--- src/hw/negate_file_op_pkg.sv ---
// Purpose: Shared constants and carrier types for the negate / no-op / stack-op execute block
// Assumes: One 25 MHz clock, four clock cycles per instruction cycle
// Notes: Register offsets are byte addresses on a 32-bit APB bus
package exec_pkg;

  // Widths and depths
  localparam int INSTR_W = 16;
  localparam int PC_W = 21;
  localparam int DADDR_W = 12;
  localparam int STACK_DEPTH = 31;
  localparam int STACK_PTR_W = 5;
  localparam int APB_AW = 8;

  // Opcode fields
  localparam logic [6:0] OPC_NEGATE = 7'h36;
  localparam int OPC_NEGATE_LSB = 9;
  localparam int ACCESS_BIT = 8;
  localparam logic [15:0] OPC_POP = 16'h0006;
  localparam logic [15:0] OPC_PUSH = 16'h0005;
  localparam logic [15:0] OPC_NOP_ZERO = 16'h0000;
  localparam logic [3:0] OPC_NOP_HIGH = 4'hf;

  // Addressing
  localparam logic [7:0] INDEXED_LIMIT = 8'h5f;
  localparam logic [7:0] ACCESS_SPLIT = 8'h80;
  localparam logic [3:0] ACCESS_LOW_BANK = 4'h0;
  localparam logic [3:0] ACCESS_HIGH_BANK = 4'hf;
  localparam logic [PC_W-1:0] PUSH_PC_STEP = 21'h000002;

  // Status flag positions
  localparam int FLAG_C = 0;
  localparam int FLAG_DC = 1;
  localparam int FLAG_Z = 2;
  localparam int FLAG_OV = 3;
  localparam int FLAG_N = 4;
  localparam int FLAGS_W = 5;

  // Register map (byte offsets)
  localparam logic [APB_AW-1:0] CTRL_OFS = 8'h00;
  localparam logic [APB_AW-1:0] BANK_OFS = 8'h04;
  localparam logic [APB_AW-1:0] FLAGS_OFS = 8'h08;
  localparam logic [APB_AW-1:0] STACK_OFS = 8'h0c;
  localparam int CTRL_EXT_EN_BIT = 0;

  // Reset values
  localparam logic CTRL_RESET = 1'b0;
  localparam logic [3:0] BANK_RESET = 4'h0;
  localparam logic [FLAGS_W-1:0] FLAGS_RESET = 5'h00;

  // Quarter phases of one instruction cycle
  localparam int QUARTERS = 4;

  typedef enum logic [2:0] {
    OP_NONE = 3'b000,
    OP_NEGATE = 3'b001,
    OP_POP = 3'b010,
    OP_PUSH = 3'b011,
    OP_NOP = 3'b100
  } op_t;

  typedef struct packed {
    logic psel;
    logic penable;
    logic pwrite;
    logic [APB_AW-1:0] paddr;
    logic [31:0] pwdata;
  } apb_req_t;

  typedef struct packed {
    logic [31:0] prdata;
    logic pready;
    logic pslverr;
  } apb_rsp_t;

  typedef struct packed {
    logic rd;
    logic wr;
    logic [DADDR_W-1:0] addr;
    logic [7:0] wdata;
  } dmem_req_t;

endpackage

--- src/hw/negate_nop_stack_ops_exec.sv ---
// Purpose: Executes negate-file, no-operation, pop and push instructions of an 8-bit core
// Assumes: Instruction word and data memory are on the same clock; memory read data is combinational
// Notes: One instruction cycle is four clocks: decode, read/push, process/pop, write
//
// What this block does
// - Negate opcode replaces the addressed byte by its two's complement, updating all five flags.
// - The negated result goes back to the same data location, never to W.
// - Access bit clear picks the access bank; set uses the bank select register.
// - Extended set, access bit clear and address up to 5Fh use indexed offset addressing.
// - Pop discards the top return-stack entry in the third quarter; flags untouched.
// - After pop the entry one level below becomes the new top.
// - Push places PC plus 2 on the stack top in the second quarter; flags untouched.
// - Push moves the former top one level down, still reachable later.
//
// The implementer's own choices: register access over APB and the register addresses.
`timescale 1ns/100ps
module negate_nop_stack_ops_exec (
  // Clock and reset
  input wire logic clk_i,
  input wire logic reset_n_i,
  // Register bus
  input wire exec_pkg::apb_req_t apb_req_i,
  output exec_pkg::apb_rsp_t apb_rsp_o,
  // Instruction stream
  input wire logic instr_valid_i,
  input wire logic [exec_pkg::INSTR_W-1:0] instr_i,
  input wire logic [exec_pkg::PC_W-1:0] pc_i,
  input wire logic [exec_pkg::DADDR_W-1:0] index_base_i,
  // Data memory
  output exec_pkg::dmem_req_t dmem_req_o,
  input wire logic [7:0] dmem_rdata_i,
  // Core state
  output logic [exec_pkg::FLAGS_W-1:0] flags_o,
  output logic [exec_pkg::PC_W-1:0] return_stack_top_o,
  output logic stack_full_o,
  output logic stack_empty_o,
  output logic quarter_one_o
);
  import exec_pkg::*;

  logic [QUARTERS-1:0] quarter;
  logic ext_en_q;
  logic [3:0] bank_select_reg_q;
  logic [FLAGS_W-1:0] flags_q;
  op_t op_q;
  op_t op_d;
  logic [7:0] file_q;
  logic access_q;
  logic [DADDR_W-1:0] addr_q;
  logic [7:0] operand_q;
  logic [FLAGS_W-1:0] neg_flags_q;
  logic [PC_W-1:0] push_pc_q;
  logic [STACK_PTR_W-1:0] depth;
  dmem_req_t dmem_q;
  logic [31:0] prdata_q;
  logic pslverr_q;

  function automatic logic is_nop(input logic [INSTR_W-1:0] w);
    return (w == OPC_NOP_ZERO) || (w[15:12] == OPC_NOP_HIGH);
  endfunction

  function automatic logic is_negate(input logic [INSTR_W-1:0] w);
    return w[15:OPC_NEGATE_LSB] == OPC_NEGATE;
  endfunction

  // Effective data address for a file operand
  function automatic logic [DADDR_W-1:0] file_addr(input logic [7:0] f, input logic a,
                                                    input logic ext, input logic [3:0] bank,
                                                    input logic [DADDR_W-1:0] base);
    logic [DADDR_W-1:0] r;
    r = '0;
    if (a) begin
      r = {bank, f};
    end else if (ext && f <= INDEXED_LIMIT) begin
      r = base + {4'h0, f};
    end else if (f < ACCESS_SPLIT) begin
      r = {ACCESS_LOW_BANK, f};
    end else begin
      r = {ACCESS_HIGH_BANK, f};
    end
    return r;
  endfunction

  quarter_gen u_quarter (
    .clk_i(clk_i),
    .reset_n_i(reset_n_i),
    .quarter_o(quarter)
  );

  return_stack u_stack (
    .clk_i(clk_i),
    .reset_n_i(reset_n_i),
    .push_i(op_q == OP_PUSH && quarter[1]),
    .pop_i(op_q == OP_POP && quarter[2]),
    .push_data_i(push_pc_q),
    .top_o(return_stack_top_o),
    .depth_o(depth),
    .full_o(stack_full_o),
    .empty_o(stack_empty_o)
  );

  // Decode
  always_comb begin
    op_d = OP_NONE;
    if (instr_valid_i) begin
      if (is_nop(instr_i)) begin
        op_d = OP_NOP;
      end else if (is_negate(instr_i)) begin
        op_d = OP_NEGATE;
      end else if (instr_i == OPC_POP) begin
        op_d = OP_POP;
      end else if (instr_i == OPC_PUSH) begin
        op_d = OP_PUSH;
      end else begin
        op_d = OP_NONE;
      end
    end
  end

  // Instruction latch, taken in the first quarter only
  always_ff @(posedge clk_i or negedge reset_n_i) begin
    if (!reset_n_i) begin
      op_q <= OP_NONE;
      file_q <= 8'h00;
      access_q <= 1'b0;
      push_pc_q <= '0;
    end else if (quarter[0]) begin
      op_q <= op_d;
      file_q <= instr_i[7:0];
      access_q <= instr_i[ACCESS_BIT];
      push_pc_q <= pc_i + PUSH_PC_STEP;
    end
  end

  // Address is fixed at decode so a bank write in mid-cycle cannot move the target
  always_ff @(posedge clk_i or negedge reset_n_i) begin
    if (!reset_n_i) begin
      addr_q <= '0;
    end else if (quarter[0]) begin
      addr_q <= file_addr(instr_i[7:0], instr_i[ACCESS_BIT], ext_en_q, bank_select_reg_q, index_base_i);
    end
  end

  // Read in the second quarter, process in the third
  always_ff @(posedge clk_i or negedge reset_n_i) begin
    if (!reset_n_i) begin
      operand_q <= 8'h00;
    end else if (op_q == OP_NEGATE && quarter[1]) begin
      operand_q <= dmem_rdata_i;
    end
  end

  always_ff @(posedge clk_i or negedge reset_n_i) begin
    if (!reset_n_i) begin
      neg_flags_q <= '0;
    end else if (op_q == OP_NEGATE && quarter[2]) begin
      neg_flags_q[FLAG_C] <= (operand_q == 8'h00);
      neg_flags_q[FLAG_DC] <= (operand_q[3:0] == 4'h0);
      neg_flags_q[FLAG_OV] <= (operand_q == 8'h80);
      neg_flags_q[FLAG_Z] <= (operand_q == 8'h00);
      neg_flags_q[FLAG_N] <= (operand_q != 8'h00) && !(operand_q[7] && operand_q[6:0] == 7'h00) ?
                             ~operand_q[7] : operand_q[7];
    end
  end

  // Flags change only on a negate write-back; pop, push and no-op leave them alone
  always_ff @(posedge clk_i or negedge reset_n_i) begin
    if (!reset_n_i) begin
      flags_q <= FLAGS_RESET;
    end else if (op_q == OP_NEGATE && quarter[3]) begin
      flags_q <= neg_flags_q;
    end
  end

  // Data memory port, registered so it is glitch free
  always_ff @(posedge clk_i or negedge reset_n_i) begin
    if (!reset_n_i) begin
      dmem_q <= '0;
    end else begin
      dmem_q.rd <= (op_d == OP_NEGATE) && quarter[0];
      dmem_q.wr <= (op_q == OP_NEGATE) && quarter[2];
      dmem_q.wdata <= (op_q == OP_NEGATE && quarter[2]) ? (~operand_q + 8'h01) : 8'h00;
      if (quarter[0]) begin
        dmem_q.addr <= file_addr(instr_i[7:0], instr_i[ACCESS_BIT], ext_en_q, bank_select_reg_q,
                                 index_base_i);
      end else begin
        dmem_q.addr <= addr_q;
      end
    end
  end

  assign dmem_req_o = dmem_q;
  assign flags_o = flags_q;
  assign quarter_one_o = quarter[0];

  // Register bus: zero wait states, unmapped offsets answer with an error
  function automatic logic mapped(input logic [APB_AW-1:0] a);
    return (a == CTRL_OFS) || (a == BANK_OFS) || (a == FLAGS_OFS) || (a == STACK_OFS);
  endfunction

  logic apb_setup;
  logic apb_write;

  assign apb_setup = apb_req_i.psel && !apb_req_i.penable;
  assign apb_write = apb_req_i.psel && apb_req_i.penable && apb_req_i.pwrite && mapped(apb_req_i.paddr);

  always_ff @(posedge clk_i or negedge reset_n_i) begin
    if (!reset_n_i) begin
      ext_en_q <= CTRL_RESET;
    end else if (apb_write && apb_req_i.paddr == CTRL_OFS) begin
      ext_en_q <= apb_req_i.pwdata[CTRL_EXT_EN_BIT];
    end
  end

  always_ff @(posedge clk_i or negedge reset_n_i) begin
    if (!reset_n_i) begin
      bank_select_reg_q <= BANK_RESET;
    end else if (apb_write && apb_req_i.paddr == BANK_OFS) begin
      bank_select_reg_q <= apb_req_i.pwdata[3:0];
    end
  end

  // Read data is captured in the setup cycle and held through the access cycle
  always_ff @(posedge clk_i or negedge reset_n_i) begin
    if (!reset_n_i) begin
      prdata_q <= 32'h0000_0000;
      pslverr_q <= 1'b0;
    end else if (apb_setup) begin
      pslverr_q <= !mapped(apb_req_i.paddr);
      case (apb_req_i.paddr)
        CTRL_OFS: prdata_q <= {31'h0, ext_en_q};
        BANK_OFS: prdata_q <= {28'h0, bank_select_reg_q};
        FLAGS_OFS: prdata_q <= {27'h0, flags_q};
        STACK_OFS: prdata_q <= {1'b0, stack_empty_o, stack_full_o, depth, 3'h0, return_stack_top_o};
        default: prdata_q <= 32'h0000_0000;
      endcase
    end
  end

  // One driver for the whole response: registered fields plus a constant ready
  assign apb_rsp_o = '{prdata: prdata_q, pready: 1'b1, pslverr: pslverr_q};
endmodule

--- src/hw/quarter_gen.sv ---
// Purpose: Divides the clock into four quarter-phase enable pulses
// Assumes: One quarter per clock cycle
// Notes: Exactly one output pulses in every cycle after reset
`timescale 1ns/100ps
module quarter_gen (
  // Clock and reset
  input wire logic clk_i,
  input wire logic reset_n_i,
  // Phase pulses, bit 0 is the first quarter
  output logic [exec_pkg::QUARTERS-1:0] quarter_o
);
  import exec_pkg::*;

  logic [1:0] count_q;

  always_ff @(posedge clk_i or negedge reset_n_i) begin
    if (!reset_n_i) begin
      count_q <= 2'h0;
    end else begin
      count_q <= count_q + 2'h1;
    end
  end

  genvar g;
  generate
    for (g = 0; g < QUARTERS; g++) begin : g_q
      assign quarter_o[g] = (count_q == 2'(g));
    end
  endgenerate
endmodule

--- src/hw/return_stack.sv ---
// Purpose: Hardware return stack held in flip-flops
// Assumes: Push and pop never arrive in the same cycle
// Notes: A push when full and a pop when empty are dropped and leave the stack intact
`timescale 1ns/100ps
module return_stack (
  // Clock and reset
  input wire logic clk_i,
  input wire logic reset_n_i,
  // Operations
  input wire logic push_i,
  input wire logic pop_i,
  input wire logic [exec_pkg::PC_W-1:0] push_data_i,
  // State
  output logic [exec_pkg::PC_W-1:0] top_o,
  output logic [exec_pkg::STACK_PTR_W-1:0] depth_o,
  output logic full_o,
  output logic empty_o
);
  import exec_pkg::*;

  logic [PC_W-1:0] entry_q [STACK_DEPTH];
  logic [STACK_PTR_W-1:0] ptr_q;

  assign full_o = (ptr_q == STACK_PTR_W'(STACK_DEPTH));
  assign empty_o = (ptr_q == '0);
  assign depth_o = ptr_q;
  // Entries below the pointer are never moved; the pointer alone makes the older one the top
  assign top_o = empty_o ? '0 : entry_q[ptr_q - 5'h1];

  always_ff @(posedge clk_i or negedge reset_n_i) begin
    if (!reset_n_i) begin
      ptr_q <= '0;
    end else if (push_i && !full_o) begin
      ptr_q <= ptr_q + 5'h1;
    end else if (pop_i && !empty_o) begin
      ptr_q <= ptr_q - 5'h1;
    end
  end

  genvar g;
  generate
    for (g = 0; g < STACK_DEPTH; g++) begin : g_entry
      always_ff @(posedge clk_i or negedge reset_n_i) begin
        if (!reset_n_i) begin
          entry_q[g] <= '0;
        end else if (push_i && !full_o && ptr_q == 5'(g)) begin
          entry_q[g] <= push_data_i;
        end
      end
    end
  endgenerate
endmodule

--- config.mk ---
export PLATFORM = sky130hd
export DESIGN_NAME = negate_nop_stack_ops_exec
export DESIGN_NICKNAME = d
export VERILOG_FILES = /design/src/hw/negate_file_op_pkg.sv /design/src/hw/negate_nop_stack_ops_exec.sv /design/src/hw/quarter_gen.sv /design/src/hw/return_stack.sv
export SDC_FILE = /design/constraint.sdc
export NUM_CORES = 1
export LEC_CHECK = 0
export ABC_AREA = 1
export ABC_CLOCK_PERIOD_IN_PS = 7600
export BUFFER_PORTS_ARGS = -buffer_cell sky130_fd_sc_hd__buf_2
export CAP_MARGIN = 10
export CELL_PAD_IN_SITES_DETAIL_PLACEMENT = 1
export CELL_PAD_IN_SITES_GLOBAL_PLACEMENT = 1
export CORE_UTILIZATION = 50
export CTS_CLUSTER_SIZE = 20
export DETAILED_ROUTE_END_ITERATION = 16
export PLACE_DENSITY = 0.92
export SYNTH_ARGS = -nofsm -noshare
export SYNTH_HDL_FRONTEND = slang
export SYNTH_SLANG_ARGS = --single-unit
export TNS_END_PERCENT = 1
--- constraint.sdc ---
create_clock -name clk_i -period 7.6 [get_ports clk_i]
set_input_delay 0 -clock clk_i [delete_from_list [all_inputs] [get_ports clk_i]]
set_output_delay 0 -clock clk_i [all_outputs]
set_load 0.1 [all_outputs]
==> results.toml, run 1 <==
[clock_tree]
hold_buffers = 95
post_cts_buffers = 0
htreeDepth = 3
numCtsBuffers = 78
ctsResizeCount = 0
clock_path_buffers = 3
cts_sinks = 754
root_buffer = "clkbuf_16"

[floorplanning]
initial_core_util = 0.507
dieHeight_um = 266
io_pins = 188
fp.dieW_um = 266
fp-row-count = 96

[place]
gp_congestion = 0.823
dp_hpwl_um = 66400
dpl_cell_area_um2 = 35600
port-buffer-count = 154

[synth]
ys.flop_type = "dfrtp_1"
syn_area_um2 = 34900
syn_avg_cell_area_um2 = 8.05
yosys_warnings = 0
yosys_register_bits = 754
ys_seq_area_frac = 0.541
synth_cells = 4332
yosysMostFrequentCell = "nand2_1"
yosysTopAreaCellShare = 0.541
synth_edf_count = 0
netlist_top_cells_area = "dfrtp_1, nand2_1, o21ai_0"
ys_types = 44
ys_top_cells_by_count = "nand2_1, dfrtp_1, o21ai_0"
yosysTopAreaCell = "dfrtp_1"
async_flop_share = 1.00

[outcome]
tool.error = "[ERROR GRT-0232] Routing congestion too high. Check the congestion heatmap in the GUI."
stop_stage = "5_1_grt"
status = "did not finish"

[global_route]
overflow = 122
grt_usage = 0.717
grt_max_degree = 148
antenna_found_initial = 38
## kinds of logic after synthesis
group | count (synthesis) | synth area share
AO/OA/AOI/OAI | 837 | 0.122
buffers and inverters | 448 | 0.0550
other | 2 | 0.000215
multiplexers | 3 | 0.000968
AND/OR/NAND/NOR | 2251 | 0.270
flip-flops | 754 | 0.541
XOR/XNOR | 16 | 0.00402
adder cells (fa/ha/maj) | 21 | 0.00775
## per-layer routing
layer  global-route usage  overflow
met1                0.717         3
met2                0.843        39
met3                0.623        11
met4                0.657        68
met5                0.469         1
## stage by stage
stage                     instances  setup slack (ns)
after floorplan                4335              3.73
after global placement         5102              2.77
after CTS                      5342              2.01
after detailed placement       5102              2.75
==> run 2: changes to the inputs <==
--- a/config.mk
+++ b/config.mk
@@ -9,12 +9,9 @@
 export ABC_CLOCK_PERIOD_IN_PS = 7600
 export BUFFER_PORTS_ARGS = -buffer_cell sky130_fd_sc_hd__buf_2
 export CAP_MARGIN = 10
-export CELL_PAD_IN_SITES_DETAIL_PLACEMENT = 1
-export CELL_PAD_IN_SITES_GLOBAL_PLACEMENT = 1
-export CORE_UTILIZATION = 50
-export CTS_CLUSTER_SIZE = 20
+export CORE_UTILIZATION = 40
 export DETAILED_ROUTE_END_ITERATION = 16
-export PLACE_DENSITY = 0.92
+export PLACE_DENSITY_LB_ADDON = 0.15
 export SYNTH_ARGS = -nofsm -noshare
 export SYNTH_HDL_FRONTEND = slang
 export SYNTH_SLANG_ARGS = --single-unit
==> run 2 against run 1 <==
The flow now finishes, with violations (negative hold slack); synthesized cell count stayed put; synthesized area is the same.
==> results.toml, run 2 <==
[timing]
finalCritPeriodShare = 0.693
tns_ns = 0
clock.fmax_mhz = 190
period_needed_ns = 5.27
setup-violations-final = 0
holdWs_ns = -0.00557
fin_ws_ns = 2.33
slew_violations = 0
rsz0062_at_grt = "false"
hold_viol = 1
fin_skew_ns = 0.0222
worst-slew-pin-transition_ns = 1.20
relSlewSlack = 0.199

[layout]
regMostFlops = "u_stack.entry_q"
largest_reg_flops = 651
drive_gt1_frac = 0.0833
area_growth_syn_to_layout_pct = 14.0
nets = 4495
final_cell_mix = "nand2_1, dfrtp_1, o21ai_0"
final_common_cell = "nand2_1"

[clock_tree]
root_buffer = "clkbuf_16"
clock_path_buffers = 3
htreeDepth = 3
numCtsBuffers = 82
clk_latency_ns = 0.63
cts_tree = "done"
ctsResizeCount = 0
cts.clk_slew.worst_paths_ns = 0.06
cts_sinks = 754

[setup_path]
critPathArrivalTime_ns = 5.76
worst_setup_path_end_kind = "flip-flop"
start_kind = "flip-flop"
cp.required_ns = 8.09
worstPathMaxFanout = 76
critPathKind = "reg2reg"
rrSetupSlack_ns = 2.33

[route]
drt_wl_total_um = 109000
detail-route-antenna-nets = 0
drt_iter0_drc = 2931
dr.pass1.iters = 5
vias = 29800
viasPerCell = 5.34
drc_errors = 0
routedWlPerCell_um = 19.6

[global_route]
overflow = 0
grt_max_degree = 187
grt_first_pass_wirelength_um = 171000
antenna_found_initial = 0
grt_usage = 0.247
grt_pass1_vias = 28500

[synth]
async_flop_share = 1.00
ys_seq_area_frac = 0.541
synth_edf_count = 0
yosysTopAreaCellShare = 0.541
netlist_top_cells_area = "dfrtp_1, nand2_1, o21ai_0"
ys.flop_type = "dfrtp_1"
synth_cells = 4332
syn_area_um2 = 34900
yosysMostFrequentCell = "nand2_1"
yosysTopAreaCell = "dfrtp_1"
ys_types = 44
yosys_register_bits = 754
yosys_warnings = 0
ys_top_cells_by_count = "nand2_1, dfrtp_1, o21ai_0"
syn_avg_cell_area_um2 = 8.05

[power_and_ir_drop]
p_int_w = 0.00648
combPwrFrac = 0.039
ir_worst_vdd_mv = 0.152
pwr-share-seq = 0.481
p_clk_frac = 0.481
p_total_w = 0.00840
pwr_density_cell_nw_per_um2 = 211
switching_share = 0.228
leakage_nw = 18.3
netSwitchingPower_w = 0.00192

[place]
gp_congestion = 0.846
port-buffer-count = 154
dp_hpwl_um = 60300
pre_cts_ws_ns = 2.98

[outcome]
violations = "negative hold slack"
status = "finished with violations"

[hold_path]
worstHoldPathType = "in2async"

[floorplanning]
io_pins = 188
fp.dieW_um = 297
initial_core_util = 0.407
dieArea_um2 = 88400
dieHeight_um = 297
core-area_um2 = 85800
fp-row-count = 107

[flow_run]
timing.max_cap.violations = 0
[run 2: cell counts after synthesis]
Identical to the previous run, type by type.
[run 2: power by group through the flow]
stage / combinational [W] / sequential (W) / clock, W
final: 0.000325 / 0.00404 / 0.00404
after global routing: 0.000365 / 0.00404 / 0.00426
after CTS: 0.000331 / 0.00404 / 0.00412
after detailed placement: 0.000297 / 0.00411 / 0
after global placement: 0.000297 / 0.00411 / 0
after floorplan: 0.000112 / 0.00414 / 0
[run 2: cells by family (layout without fill, tap and decap cells)]
| family | count (synthesis) | count (layout) | share of synthesized area |
|---|---|---|---|
| AO/OA/AOI/OAI | 837 | 837 | 0.122 |
| multiplexers | 3 | 3 | 0.000968 |
| buffers and inverters | 448 | 544 | 0.0550 |
| other | 2 | 6 | 0.000215 |
| XOR/XNOR | 16 | 16 | 0.00402 |
| adder cells (fa/ha/maj) | 21 | 21 | 0.00775 |
| flip-flops | 754 | 754 | 0.541 |
| AND/OR/NAND/NOR | 2251 | 2251 | 0.270 |
[run 2: layout make-up]
type / instances / area [um2]
fill: 8527 / 46100
sequential: 754 / 18900
multi-input combinational: 3133 / 14200
clock buffer: 121 / 2430
timing repair buffer: 303 / 2230
tap: 1144 / 1430
inverter: 97 / 377
clock inverter: 23 / 260
antenna: 1 / 2.50
[run 2: final timing paths]
| kind | from | to | cells past startpoint |
|---|---|---|---|
| max | u_stack.depth_o[0] | prdata_q[4] | 15 |
| min | reset_n_i | u_stack.entry_q[320] | 2 |
| max reg2reg | u_stack.depth_o[0] | prdata_q[4] | 15 |
| min reg2reg | prdata_q[15] | prdata_q[15] | 2 |
| max in group asynchronous | reset_n_i | u_stack.entry_q[456] | 4 |
| min in group clk_i | index_base_i[6] | dmem_req_o[14] | 5 |
[run 2: what timing repair did]
| action | in CTS | in global routing |
|---|---|---|
| setup buffers | 0 | 0 |
| hold buffers | 107 | 0 |
| setup endpoints to repair | 0 | 0 |
| endpoints found under the hold margin | 147 | 0 |
[run 2: through the flow]
stage	std cells	util	hold slack [ns]	area, um2
4_1_cts	5575	0.463	0.0131	39800
3_3_place_gp	5324	0.419	0.0839	36000
2_1_floorplan	4335	-	-0.296	34900
3_5_place_dp	5324	0.419	0.0745	36000
6_report	5576	0.463	-0.00557	39800
5_1_grt	5575	0.463	0.0616	39800
[run 2: routing by layer]
layer  global-route usage  up-vias  wire (um)
met1                0.347    14500      50000
met3               0.0262      142       5920
li1                     -    14300          -
met4               0.0665        0       2260
met5                    0        -          0
met2                0.406      890      51100
[run 2: critical path, cell delays in order (launching register included)]
cell and delay (ns):
dfrtp_4 0.76, inv_8 0.32, ha_4 0.81, buf_4 0.63
buf_4 0.47, nand3_1 0.13, nand3_1 0.11, nand3_1 0.10
nand3_1 0.11, nand2_1 0.18, nand2_1 0.13, nand2_1 0.05
nand2_1 0.05, dlygate4sd3_1 0.55, nand2_1 0.06, dlygate4sd3_1 0.56
Power figures use the tool's default switching activity.
